File: src/rip_pkg.sv
// constants and types shared by the line power controller and its bench
package rip_pkg;

  localparam int CH_N = 2;
  localparam int FIFO_DEPTH = 8;
  localparam int IDLE_W = 33;
  localparam int WAKE_W = 15;

  // clock rate and required times
  localparam longint unsigned CLK_FREQ_HZ = 64'd200_000_000;
  localparam longint unsigned IDLE_TIME_S = 64'd30;
  localparam longint unsigned WAKE_TIME_US = 64'd100;
  localparam longint unsigned US_PER_S = 64'd1_000_000;

  // derived cycle counts; wake time rounds up
  localparam logic [IDLE_W-1:0] IDLE_CYCLES_DFLT = IDLE_W'(IDLE_TIME_S * CLK_FREQ_HZ);
  localparam logic [WAKE_W-1:0] WAKE_CYCLES_DFLT =
    WAKE_W'((WAKE_TIME_US * CLK_FREQ_HZ + US_PER_S - 64'd1) / US_PER_S);

  // reset values
  localparam logic [CH_N-1:0] TX_IDLE_RST = 2'h0;
  localparam logic [CH_N-1:0] DRV_RST = 2'h3;

  typedef enum logic [2:0] {
    RIP_OFF  = 3'h1,
    RIP_WAKE = 3'h2,
    RIP_RUN  = 3'h4
  } rip_mode_t;

  typedef struct packed {
    rip_mode_t mode;
    logic [IDLE_W-1:0] idle_cnt;
    logic [WAKE_W-1:0] wake_cnt;
    logic [CH_N-1:0] tx_prev;
    logic [CH_N-1:0] rx_prev;
    logic [CH_N-1:0] last_push;
    logic [CH_N-1:0] drv;
    logic [CH_N-1:0] rx_out;
    logic valid_level;
  } rip_state_t;

endpackage : rip_pkg

File: src/rip_fifo_if.sv
// push and pop handshake between the controller and its transmit fifo
`timescale 1ns/10ps
`default_nettype none
interface rip_fifo_if #(parameter int W = 2);
  logic push_valid;
  logic push_ready;
  logic [W-1:0] push_data;
  logic pop_valid;
  logic pop_ready;
  logic [W-1:0] pop_data;

  modport fifo (
    input push_valid, push_data, pop_ready,
    output push_ready, pop_valid, pop_data
  );
  modport user (
    output push_valid, push_data, pop_ready,
    input push_ready, pop_valid, pop_data
  );
endinterface : rip_fifo_if
`default_nettype wire

File: src/rip_fifo.sv
// small synchronous fifo holding transmit levels
`timescale 1ns/10ps
`default_nettype none
module rip_fifo #(
  parameter int W = 2,
  parameter int DEPTH = 8
) (
  // clock and reset
  input wire logic clk_sys_in,
  input wire logic rst_n_in,
  // handshake
  rip_fifo_if.fifo port_if
);
  localparam int AW = $clog2(DEPTH);

  typedef struct packed {
    logic [DEPTH-1:0][W-1:0] mem;
    logic [AW-1:0] rd_ptr;
    logic [AW-1:0] wr_ptr;
    logic [AW:0] count;
  } rip_fifo_state_t;

  rip_fifo_state_t st_reg;
  rip_fifo_state_t st_next;
  logic do_push;
  logic do_pop;

  assign port_if.push_ready = (st_reg.count != (AW+1)'(DEPTH));
  assign port_if.pop_valid = (st_reg.count != '0);
  assign port_if.pop_data = st_reg.mem[st_reg.rd_ptr];
  assign do_push = port_if.push_valid && port_if.push_ready;
  assign do_pop = port_if.pop_valid && port_if.pop_ready;

  always_comb
  begin
    st_next = st_reg;
    if (do_push)
    begin
      st_next.mem[st_reg.wr_ptr] = port_if.push_data;
      st_next.wr_ptr = (st_reg.wr_ptr == AW'(DEPTH - 1)) ? '0 : st_reg.wr_ptr + 1'b1;
    end
    if (do_pop)
    begin
      st_next.rd_ptr = (st_reg.rd_ptr == AW'(DEPTH - 1)) ? '0 : st_reg.rd_ptr + 1'b1;
    end
    if (do_push && !do_pop)
    begin
      st_next.count = st_reg.count + 1'b1;
    end
    else if (do_pop && !do_push)
    begin
      st_next.count = st_reg.count - 1'b1;
    end
  end

  always_ff @(posedge clk_sys_in)
  begin
    if (!rst_n_in)
    begin
      st_reg <= '0;
    end
    else
    begin
      st_reg <= st_next;
    end
  end
endmodule : rip_fifo
`default_nettype wire

File: src/rip_power_ctrl.sv
// line transceiver control: idle shutdown, forced modes, wake delay, level flag
//
// Contract
// - low shutdown input forces charge pump and drivers off
// - force-active keeps running when not forced off
// - auto mode: off after 30 s idle
// - drivers high impedance whenever shut down
// - any edge wakes from automatic shutdown
// - receiver outputs inverted, always active
// - drivers send inverse of transmit input
// - flag low without valid receiver level
// - flag depends only on receiver levels
// - force-active tied to flag: level or edges
// - both forces tied to flag: level only
// - drivers return after 100 us wake delay
`timescale 1ns/10ps
`default_nettype none
module rip_power_ctrl #(
  parameter logic [rip_pkg::IDLE_W-1:0] IDLE_CYCLES = rip_pkg::IDLE_CYCLES_DFLT,
  parameter logic [rip_pkg::WAKE_W-1:0] WAKE_CYCLES = rip_pkg::WAKE_CYCLES_DFLT
) (
  // clock and reset
  input wire logic clk_sys_in,
  input wire logic rst_n_in,
  // mode controls
  input wire logic force_active_in,
  input wire logic force_shutdown_n_in,
  // logic side transmit inputs and back-pressure
  input wire logic tx_logic_in,
  input wire logic tx_logic_in_b,
  output logic tx_ready_out,
  // logic side receiver outputs and level flag
  output logic rx_logic_out,
  output logic rx_logic_out_b,
  output logic no_valid_level_n_out,
  // line side receiver levels and level detectors
  input wire logic line_receiver_in,
  input wire logic line_receiver_in_b,
  input wire logic [rip_pkg::CH_N-1:0] rx_level_valid_in,
  // line side drivers, enable low while driving
  output logic line_driver_out,
  output logic line_driver_out_b,
  output logic [rip_pkg::CH_N-1:0] line_driver_oe_n_out,
  // power status
  output logic charge_pump_en_out,
  output logic tx_enabled_out
);
  import rip_pkg::*;

  ////////////////////////////////////////////////////////////////////////////
  // state and per-channel edge detection

  localparam rip_state_t ST_RST = '{
    mode: RIP_WAKE,
    idle_cnt: '0,
    wake_cnt: '0,
    tx_prev: TX_IDLE_RST,
    rx_prev: '0,
    last_push: TX_IDLE_RST,
    drv: DRV_RST,
    rx_out: '1,
    valid_level: 1'b0
  };

  rip_state_t st_reg;
  rip_state_t st_next;
  logic [CH_N-1:0] tx_now;
  logic [CH_N-1:0] rx_now;
  logic [CH_N-1:0] ch_edge;
  logic any_edge;
  logic idle_expired;
  logic shutdown_req;

  assign tx_now = {tx_logic_in_b, tx_logic_in};
  assign rx_now = {line_receiver_in_b, line_receiver_in};

  genvar gi;
  generate
    for (gi = 0; gi < CH_N; gi++)
    begin : g_edge
      assign ch_edge[gi] = (tx_now[gi] ^ st_reg.tx_prev[gi]) |
        (rx_now[gi] ^ st_reg.rx_prev[gi]);
    end
  endgenerate

  assign any_edge = |ch_edge;
  // an edge in this cycle already cancels expiry
  assign idle_expired = (st_reg.idle_cnt == IDLE_CYCLES) && !any_edge;
  // forced off wins; forced on masks idle expiry
  assign shutdown_req = !force_shutdown_n_in ||
    (!force_active_in && idle_expired);

  ////////////////////////////////////////////////////////////////////////////
  // transmit fifo: drained only while drivers are enabled

  rip_fifo_if #(.W(CH_N)) tx_if ();

  assign tx_if.push_valid = (tx_now != st_reg.last_push);
  assign tx_if.push_data = tx_now;
  assign tx_if.pop_ready = (st_reg.mode == RIP_RUN);
  assign tx_ready_out = tx_if.push_ready;

  rip_fifo #(
    .W(CH_N),
    .DEPTH(FIFO_DEPTH)
  ) u_tx_fifo (
    .clk_sys_in(clk_sys_in),
    .rst_n_in(rst_n_in),
    .port_if(tx_if)
  );

  ////////////////////////////////////////////////////////////////////////////
  // next state

  always_comb
  begin
    st_next = st_reg;
    st_next.tx_prev = tx_now;
    st_next.rx_prev = rx_now;
    st_next.rx_out = ~rx_now;
    st_next.valid_level = |rx_level_valid_in;
    if (tx_if.push_valid && tx_if.push_ready)
    begin
      st_next.last_push = tx_now;
    end
    if (tx_if.pop_valid && tx_if.pop_ready)
    begin
      st_next.drv = ~tx_if.pop_data;
    end
    // free-running saturating idle timer
    if (any_edge)
    begin
      st_next.idle_cnt = '0;
    end
    else if (st_reg.idle_cnt != IDLE_CYCLES)
    begin
      st_next.idle_cnt = st_reg.idle_cnt + 1'b1;
    end
    unique case (st_reg.mode)
      RIP_OFF:
      begin
        st_next.wake_cnt = '0;
        if (!shutdown_req)
        begin
          st_next.mode = RIP_WAKE;
        end
      end
      RIP_WAKE:
      begin
        if (shutdown_req)
        begin
          st_next.mode = RIP_OFF;
        end
        else if (st_reg.wake_cnt == WAKE_CYCLES - 1'b1)
        begin
          st_next.mode = RIP_RUN;
        end
        else
        begin
          st_next.wake_cnt = st_reg.wake_cnt + 1'b1;
        end
      end
      RIP_RUN:
      begin
        st_next.wake_cnt = '0;
        if (shutdown_req)
        begin
          st_next.mode = RIP_OFF;
        end
      end
      default:
      begin
        st_next.mode = RIP_OFF;
      end
    endcase
  end

  always_ff @(posedge clk_sys_in)
  begin
    if (!rst_n_in)
    begin
      st_reg <= ST_RST;
    end
    else
    begin
      st_reg <= st_next;
    end
  end

  ////////////////////////////////////////////////////////////////////////////
  // outputs

  assign rx_logic_out = st_reg.rx_out[0];
  assign rx_logic_out_b = st_reg.rx_out[1];
  assign no_valid_level_n_out = st_reg.valid_level;
  assign line_driver_out = st_reg.drv[0];
  assign line_driver_out_b = st_reg.drv[1];
  assign line_driver_oe_n_out = {CH_N{st_reg.mode != RIP_RUN}};
  assign charge_pump_en_out = (st_reg.mode != RIP_OFF);
  assign tx_enabled_out = (st_reg.mode == RIP_RUN);
endmodule : rip_power_ctrl
`default_nettype wire

File: config.mk
export PLATFORM = sky130hd
export DESIGN_NAME = rip_power_ctrl
export DESIGN_NICKNAME = d
export VERILOG_FILES = /design/src/rip_pkg.sv /design/src/rip_fifo_if.sv /design/src/rip_fifo.sv /design/src/rip_power_ctrl.sv
export SDC_FILE = /design/constraint.sdc
export NUM_CORES = 1
export LEC_CHECK = 0
export BUFFER_PORTS_ARGS = -buffer_cell sky130_fd_sc_hd__buf_2
export CAP_MARGIN = 10
export CORE_UTILIZATION = 60
export CTS_BUF_LIST = sky130_fd_sc_hd__clkbuf_16
export DETAILED_ROUTE_END_ITERATION = 6
export GPL_ROUTABILITY_DRIVEN = 0
export GPL_TIMING_DRIVEN = 0
export HOLD_SLACK_MARGIN = 0.1
export PLACE_DENSITY = 0.86
export SLEW_MARGIN = 20
export SYNTH_ARGS = -nofsm -noshare
export SYNTH_HDL_FRONTEND = slang
export SYNTH_SLANG_ARGS = --single-unit
export TNS_END_PERCENT = 10
File: constraint.sdc
create_clock -name clk_sys_in -period 6.8 [get_ports clk_sys_in]
set_input_delay 2.04 -clock clk_sys_in [delete_from_list [all_inputs] [get_ports clk_sys_in]]
set_output_delay 2.04 -clock clk_sys_in [all_outputs]
set_load 0.05 [all_outputs]
=== Yosys cells after proc, flatten, opt, wreduce, memory -nomap -nowiden ===
Cells that the tools add are included.

* $add $sub $neg: 6
* Magnitude comparators: 3
* Equal/unequal tests: 17
* Muxes and demuxes: 17
* Bitwise logic cells: 9
* Reductions and logical operators: 22

{| class="wikitable"
|+ Operators with widths
! cell !! number
|-
| $add A33 B1 Y33 const B || 1
|-
| $eq A33 B33 Y1 const B || 1
|-
| $ne A33 B33 Y1 const B || 1
|-
| $mux W15 || 2
|-
| $pmux W15 S2 || 1
|-
| $mux W3 || 6
|-
| $bwmux W16 || 1
|-
| $add A15 B1 Y15 const B || 1
|-
| $eq A15 B15 Y1 const B || 1
|-
| $eq A3 B3 Y1 const B || 3
|-
| $pmux W3 S3 || 1
|-
| $lt A3 B4 Y1 const B || 2
|-
| $mux W4 || 2
|-
| $ne A2 B2 Y1 const B || 4
|-
| $logic_and A1 B1 Y1 || 7
|-
| $add A3 B1 Y3 const B || 2
|-
| $bmux W2 S3 || 1
|-
| $demux W2 S3 || 1
|-
| $ne A3 B3 Y1 const B || 2
|-
| $reduce_and A3 Y1 || 2
|-
| $reduce_or A2 Y1 || 3
|-
| $logic_not A1 Y1 || 5
|-
| $add A4 B1 Y4 const B || 1
|-
| $mux W2 || 2
|-
| other kinds (15) || 21
|}

* Flip-flop bits (word level): 88
* Output and inout port bits: 10

=== Depth between registers and ports, before layout ===
* Depth after elaboration: 9
* Mapped depth: 13
* Gate-level depth less buffers: 12

=== By module ===
From an unflattened synthesis, not the netlist that was laid out.

* Cells, all modules: 466
* Area total of the unflattened synthesis: 4276.6 sq um

{| class="wikitable"
|+ By module, submodules not included
! module !! times used !! cells an instance !! area an instance (sq um)
|-
| rip_power_ctrl || 1 || 336 || 2902.8
|-
| rip_fifo || 1 || 130 || 1373.8
|}

=== Worst setup path after synthesis ===
Ideal clock, no wire load.

* Path type: input -> register
* Start: in tx_logic_in_b
* End: reg u_tx_fifo.st_reg[3] in the netlist's numbering
* Arrival time: 3.970 ns
* Data required time: 6.729 ns
* Slack: 2.759 ns
* Stages on the path: 11
* Path through: xnor2_1 a21boi_0 buf_2 ha_1 inv_1 ha_1 a21o_1 a21oi_1 xnor2_1 or3_1 a21oi_1

* Longest elaborated chain between the ends: 5

{| class="wikitable"
|+ Ends and longest elaborated chain
! element !! line !! source
|-
| from (decl) || rip_power_ctrl.sv:30 || <nowiki>input wire logic tx_logic_in_b,</nowiki>
|-
| $ne A2 B2 Y1 (*) || rip_power_ctrl.sv:98 || <nowiki>assign tx_if.push_valid = (tx_now != st_reg.last_push);</nowiki>
|-
| $logic_and A1 B1 Y1 (*) || rip_fifo.sv:31 || <nowiki>assign do_push = port_if.push_valid && port_if.push_ready;</nowiki>
|-
| net u_tx_fifo.do_push || rip_fifo.sv:25 || <nowiki>logic do_push;</nowiki>
|-
| $logic_not A1 Y1 || rip_fifo.sv:50 || <nowiki>else if (do_pop && !do_push)</nowiki>
|-
| $logic_and A1 B1 Y1 || rip_fifo.sv:50 ||
|-
| $reduce_bool A2 Y1 (no source line) || n/a ||
|-
| to (signal assigned) || rip_fifo.sv:64 || <nowiki>st_reg <= st_next;</nowiki>
|-
| to (decl) || rip_fifo.sv:23 || <nowiki>rip_fifo_state_t st_reg;</nowiki>
|}

Mark *: on every way through the listed nets, which the timed path passes. The rest lies on a longest branch.
A chain may end at the register's enable or synchronous reset.

=== Worst setup path after layout ===
Same ends and word-level chain as after synthesis.

==> results_dict.tcl <==
set metrics [dict create \
    cp_max_fo 10 \
    holdBufCountCts 0 \
    ys_seq_area_frac 0.415 \
    worst_slew_pin_slew_ns 0.977 \
    min_path_type "flop to flop" \
    nNetsFinal 514 \
    cts_buffers 9 \
    endpoint_kind "flop" \
    syn_avg_cell_area_um2 9.17 \
    synth_fp_nets 484 \
    dr_wl_met3_um 329 \
    largest_reg_flops 57 \
    synth_compound_area_frac 0.0528 \
    diodes 0 \
    setup_violations 0 \
    finalHoldViolCount 0 \
    area_delta_synth_final_pct 11.8 \
    fp.dieW_um 86.1 \
    critPathRequiredTime_ns 7.05 \
    die_h_um 86.1 \
    clk_pin_slew_ns 0.06 \
    synth_edf_count 0 \
    total_leakage_power_nw 1.76 \
    layout.cells.non_filler 593 \
    clockBufferDepth 2 \
    yosysUniqueCellTypes 49 \
    hold_path_depth 2 \
    core_area_mm2 0.00683 \
    antenna_found_initial 0 \
    met1_length_um 4000 \
    maxCapViolCount 0 \
    io-pin-count 20 \
    reg2reg_setup_slack_ns 3.63 \
    met2_length_um 4560 \
    status "complete, no violations" \
    rr_worst_depth 12 \
    die_area_mm2 0.00742 \
    vias_per_cell 5.96 \
    ant_nets 0 \
    grt_max_degree 15 \
    period_share 0.613 \
    wl_per_cell_um 15.5 \
    post_cts_resized 0 \
    synth_mux_area_frac 0.0990 \
    port_buffers 19 \
    final-max-slew-violation-count 0 \
    wl_um 9170 \
    postCtsSetupRepairBufs 0 \
    r2r_start "u_tx_fifo.st_reg[0]$_SDFFE_PN0P_" \
    slew_headroom 0.343 \
    synthCells 463 \
    cp_data_arrival_time_ns 4.42 \
    drc 0 \
    yosysTopAreaCell "dfxtp_1" \
    routed.top_layer "met4" \
    synthSimpleGateAreaFrac 0.281 \
    clockRootBuffer "clkbuf_16" \
    place_inst 578 \
    insertion_delay_ns 0.33 \
    fin_skew_ns 0.00786 \
    irDropWorstVdd_mv 0.152 \
    htree_levels 3 \
    synth_top_family_by_area "simple AND/OR/NAND/NOR gates" \
    start_util 0.621 \
    fmax_mhz 240 \
    rsz0062_at_grt "no" \
    rows 30 \
    synthArstFlopShare 0 \
    synthTopCellsByArea "dfxtp_1, mux2i_1, nor2_1" \
    reg2reg_to "u_tx_fifo.st_reg[3]$_SDFFE_PN0P_" \
    cts_tree "done" \
    grt_pass1_wl_um 15500 \
    grt_usage 0.263 \
    worstSetupPathType "primary input to flop" \
    min_from "line_driver_out$_SDFFE_PN1P_" \
    overflow 0 \
    power.density_mw_per_mm2 261 \
    synthMostInstantiatedCell "dfxtp_1" \
    synth_top_area_share 0.415 \
    critPathLaunchType "primary input" \
    vias 3536 \
    ys_seq_elements 88 \
    setup_tns_ns 0 \
    yosysWarnings 0 \
    drt_pre_antenna_iters 4 \
    syn_area_mm2 0.00425 \
    drt_iter0_markers 193 \
    startpoint "tx_logic_in_b" \
    synth_common_cells "dfxtp_1, nor2_1, mux2i_1" \
    ys.flop_type "dfxtp_1" \
    yosys.area_share.adder 0.0342 \
    period_needed_ns 4.17 \
    whs_endpoint "line_driver_out$_SDFFE_PN1P_" \
    clock-sinks 88 \
    detailedPlacementHpwl_um 6320 \
    synthXorXnorAreaFrac 0.0825 \
    grt_pass1_vias 3364 \
    drive_above_1_share 0.117 \
]
## placed cells by master (no fill, tap or decap), types with 10 or more instances in the layout
| cell type | synthesis | layout |
|---|---|---|
| nand2_1 | 28 | 28 |
| nand3_1 | 21 | 21 |
| dfxtp_1 | 88 | 88 |
| ha_1 | 10 | 10 |
| a21oi_1 | 14 | 14 |
| xor2_1 | 29 | 29 |
| nand4_1 | 22 | 22 |
| mux2i_1 | 33 | 33 |
| inv_1 | 10 | 10 |
| xnor2_1 | 11 | 11 |
| nor2_1 | 74 | 74 |
| clkbuf_1 | 15 | 15 |
| buf_2 | 2 | 21 |
## cell type report
cell class | instances | area [µm²]
Multi-Input combinational cell | 343 | 2330
Fill cell | 504 | 2090
Sequential cell | 88 | 1760
Clock buffer | 9 | 225
Tap cell | 96 | 120
Buffer | 22 | 115
Timing Repair Buffer | 19 | 95.1
Clock inverter | 6 | 60.1
Inverter | 10 | 37.5
## per-layer routing
metal  up-vias  global-route usage
met2        82               0.442
met1      1715               0.330
met5         -                   0
li1       1709                   -
met4         0               0.127
met3        30              0.0423
## power breakdown
part           switching, mW  internal [mW]  leakage [nW]
Combinational          0.107         0.0868         0.908
Clock                  0.193          0.281         0.141
Sequential            0.0277          0.543         0.714
Total                  0.328          0.912          1.76
## worst max-delay path by stage
stage,depth (start not counted),slack (ns),end
after floorplan,11,2.76,u_tx_fifo.st_reg[3]$_SDFFE_PN0P_
after global placement,12,2.39,u_tx_fifo.st_reg[3]$_SDFFE_PN0P_
after detailed placement,12,2.28,u_tx_fifo.st_reg[3]$_SDFFE_PN0P_
after CTS,12,2.63,u_tx_fifo.st_reg[3]$_SDFFE_PN0P_
after global routing,12,2.42,u_tx_fifo.st_reg[3]$_SDFFE_PN0P_
final,12,2.63,u_tx_fifo.st_reg[3]$_SDFFE_PN0P_
## critical path, cell delays in order
cell and delay [ns]:
buf_2 0.13, xnor2_1 0.13, a21boi_0 0.35, buf_2 0.30
ha_1 0.22, inv_1 0.09, ha_1 0.27, a21o_1 0.18
a21oi_1 0.19, xnor2_1 0.09, or3_1 0.30, a21oi_1 0.14
## logic make-up after synthesis
kind of cell / Yosys count
adder cells (fa/ha/maj): 11
AO/OA/AOI/OAI: 36
buffers and inverters: 32
XOR/XNOR: 40
AND/OR/NAND/NOR: 219
flip-flops: 88
multiplexers: 37
## metrics by stage
step	area [µm²]	hold slack (ns)	util	power, mW	setup slack, ns
floorplan	4250	0.447	-	0.729	2.76
global placement	4460	0.454	0.653	0.761	2.39
detailed placement	4460	0.467	0.653	0.772	2.28
CTS	4750	0.475	0.695	1.25	2.63
global route	4750	0.502	0.695	1.29	2.42
finish	4750	0.485	0.695	1.24	2.63
No activity file was read; power rests on OpenSTA's default activity.
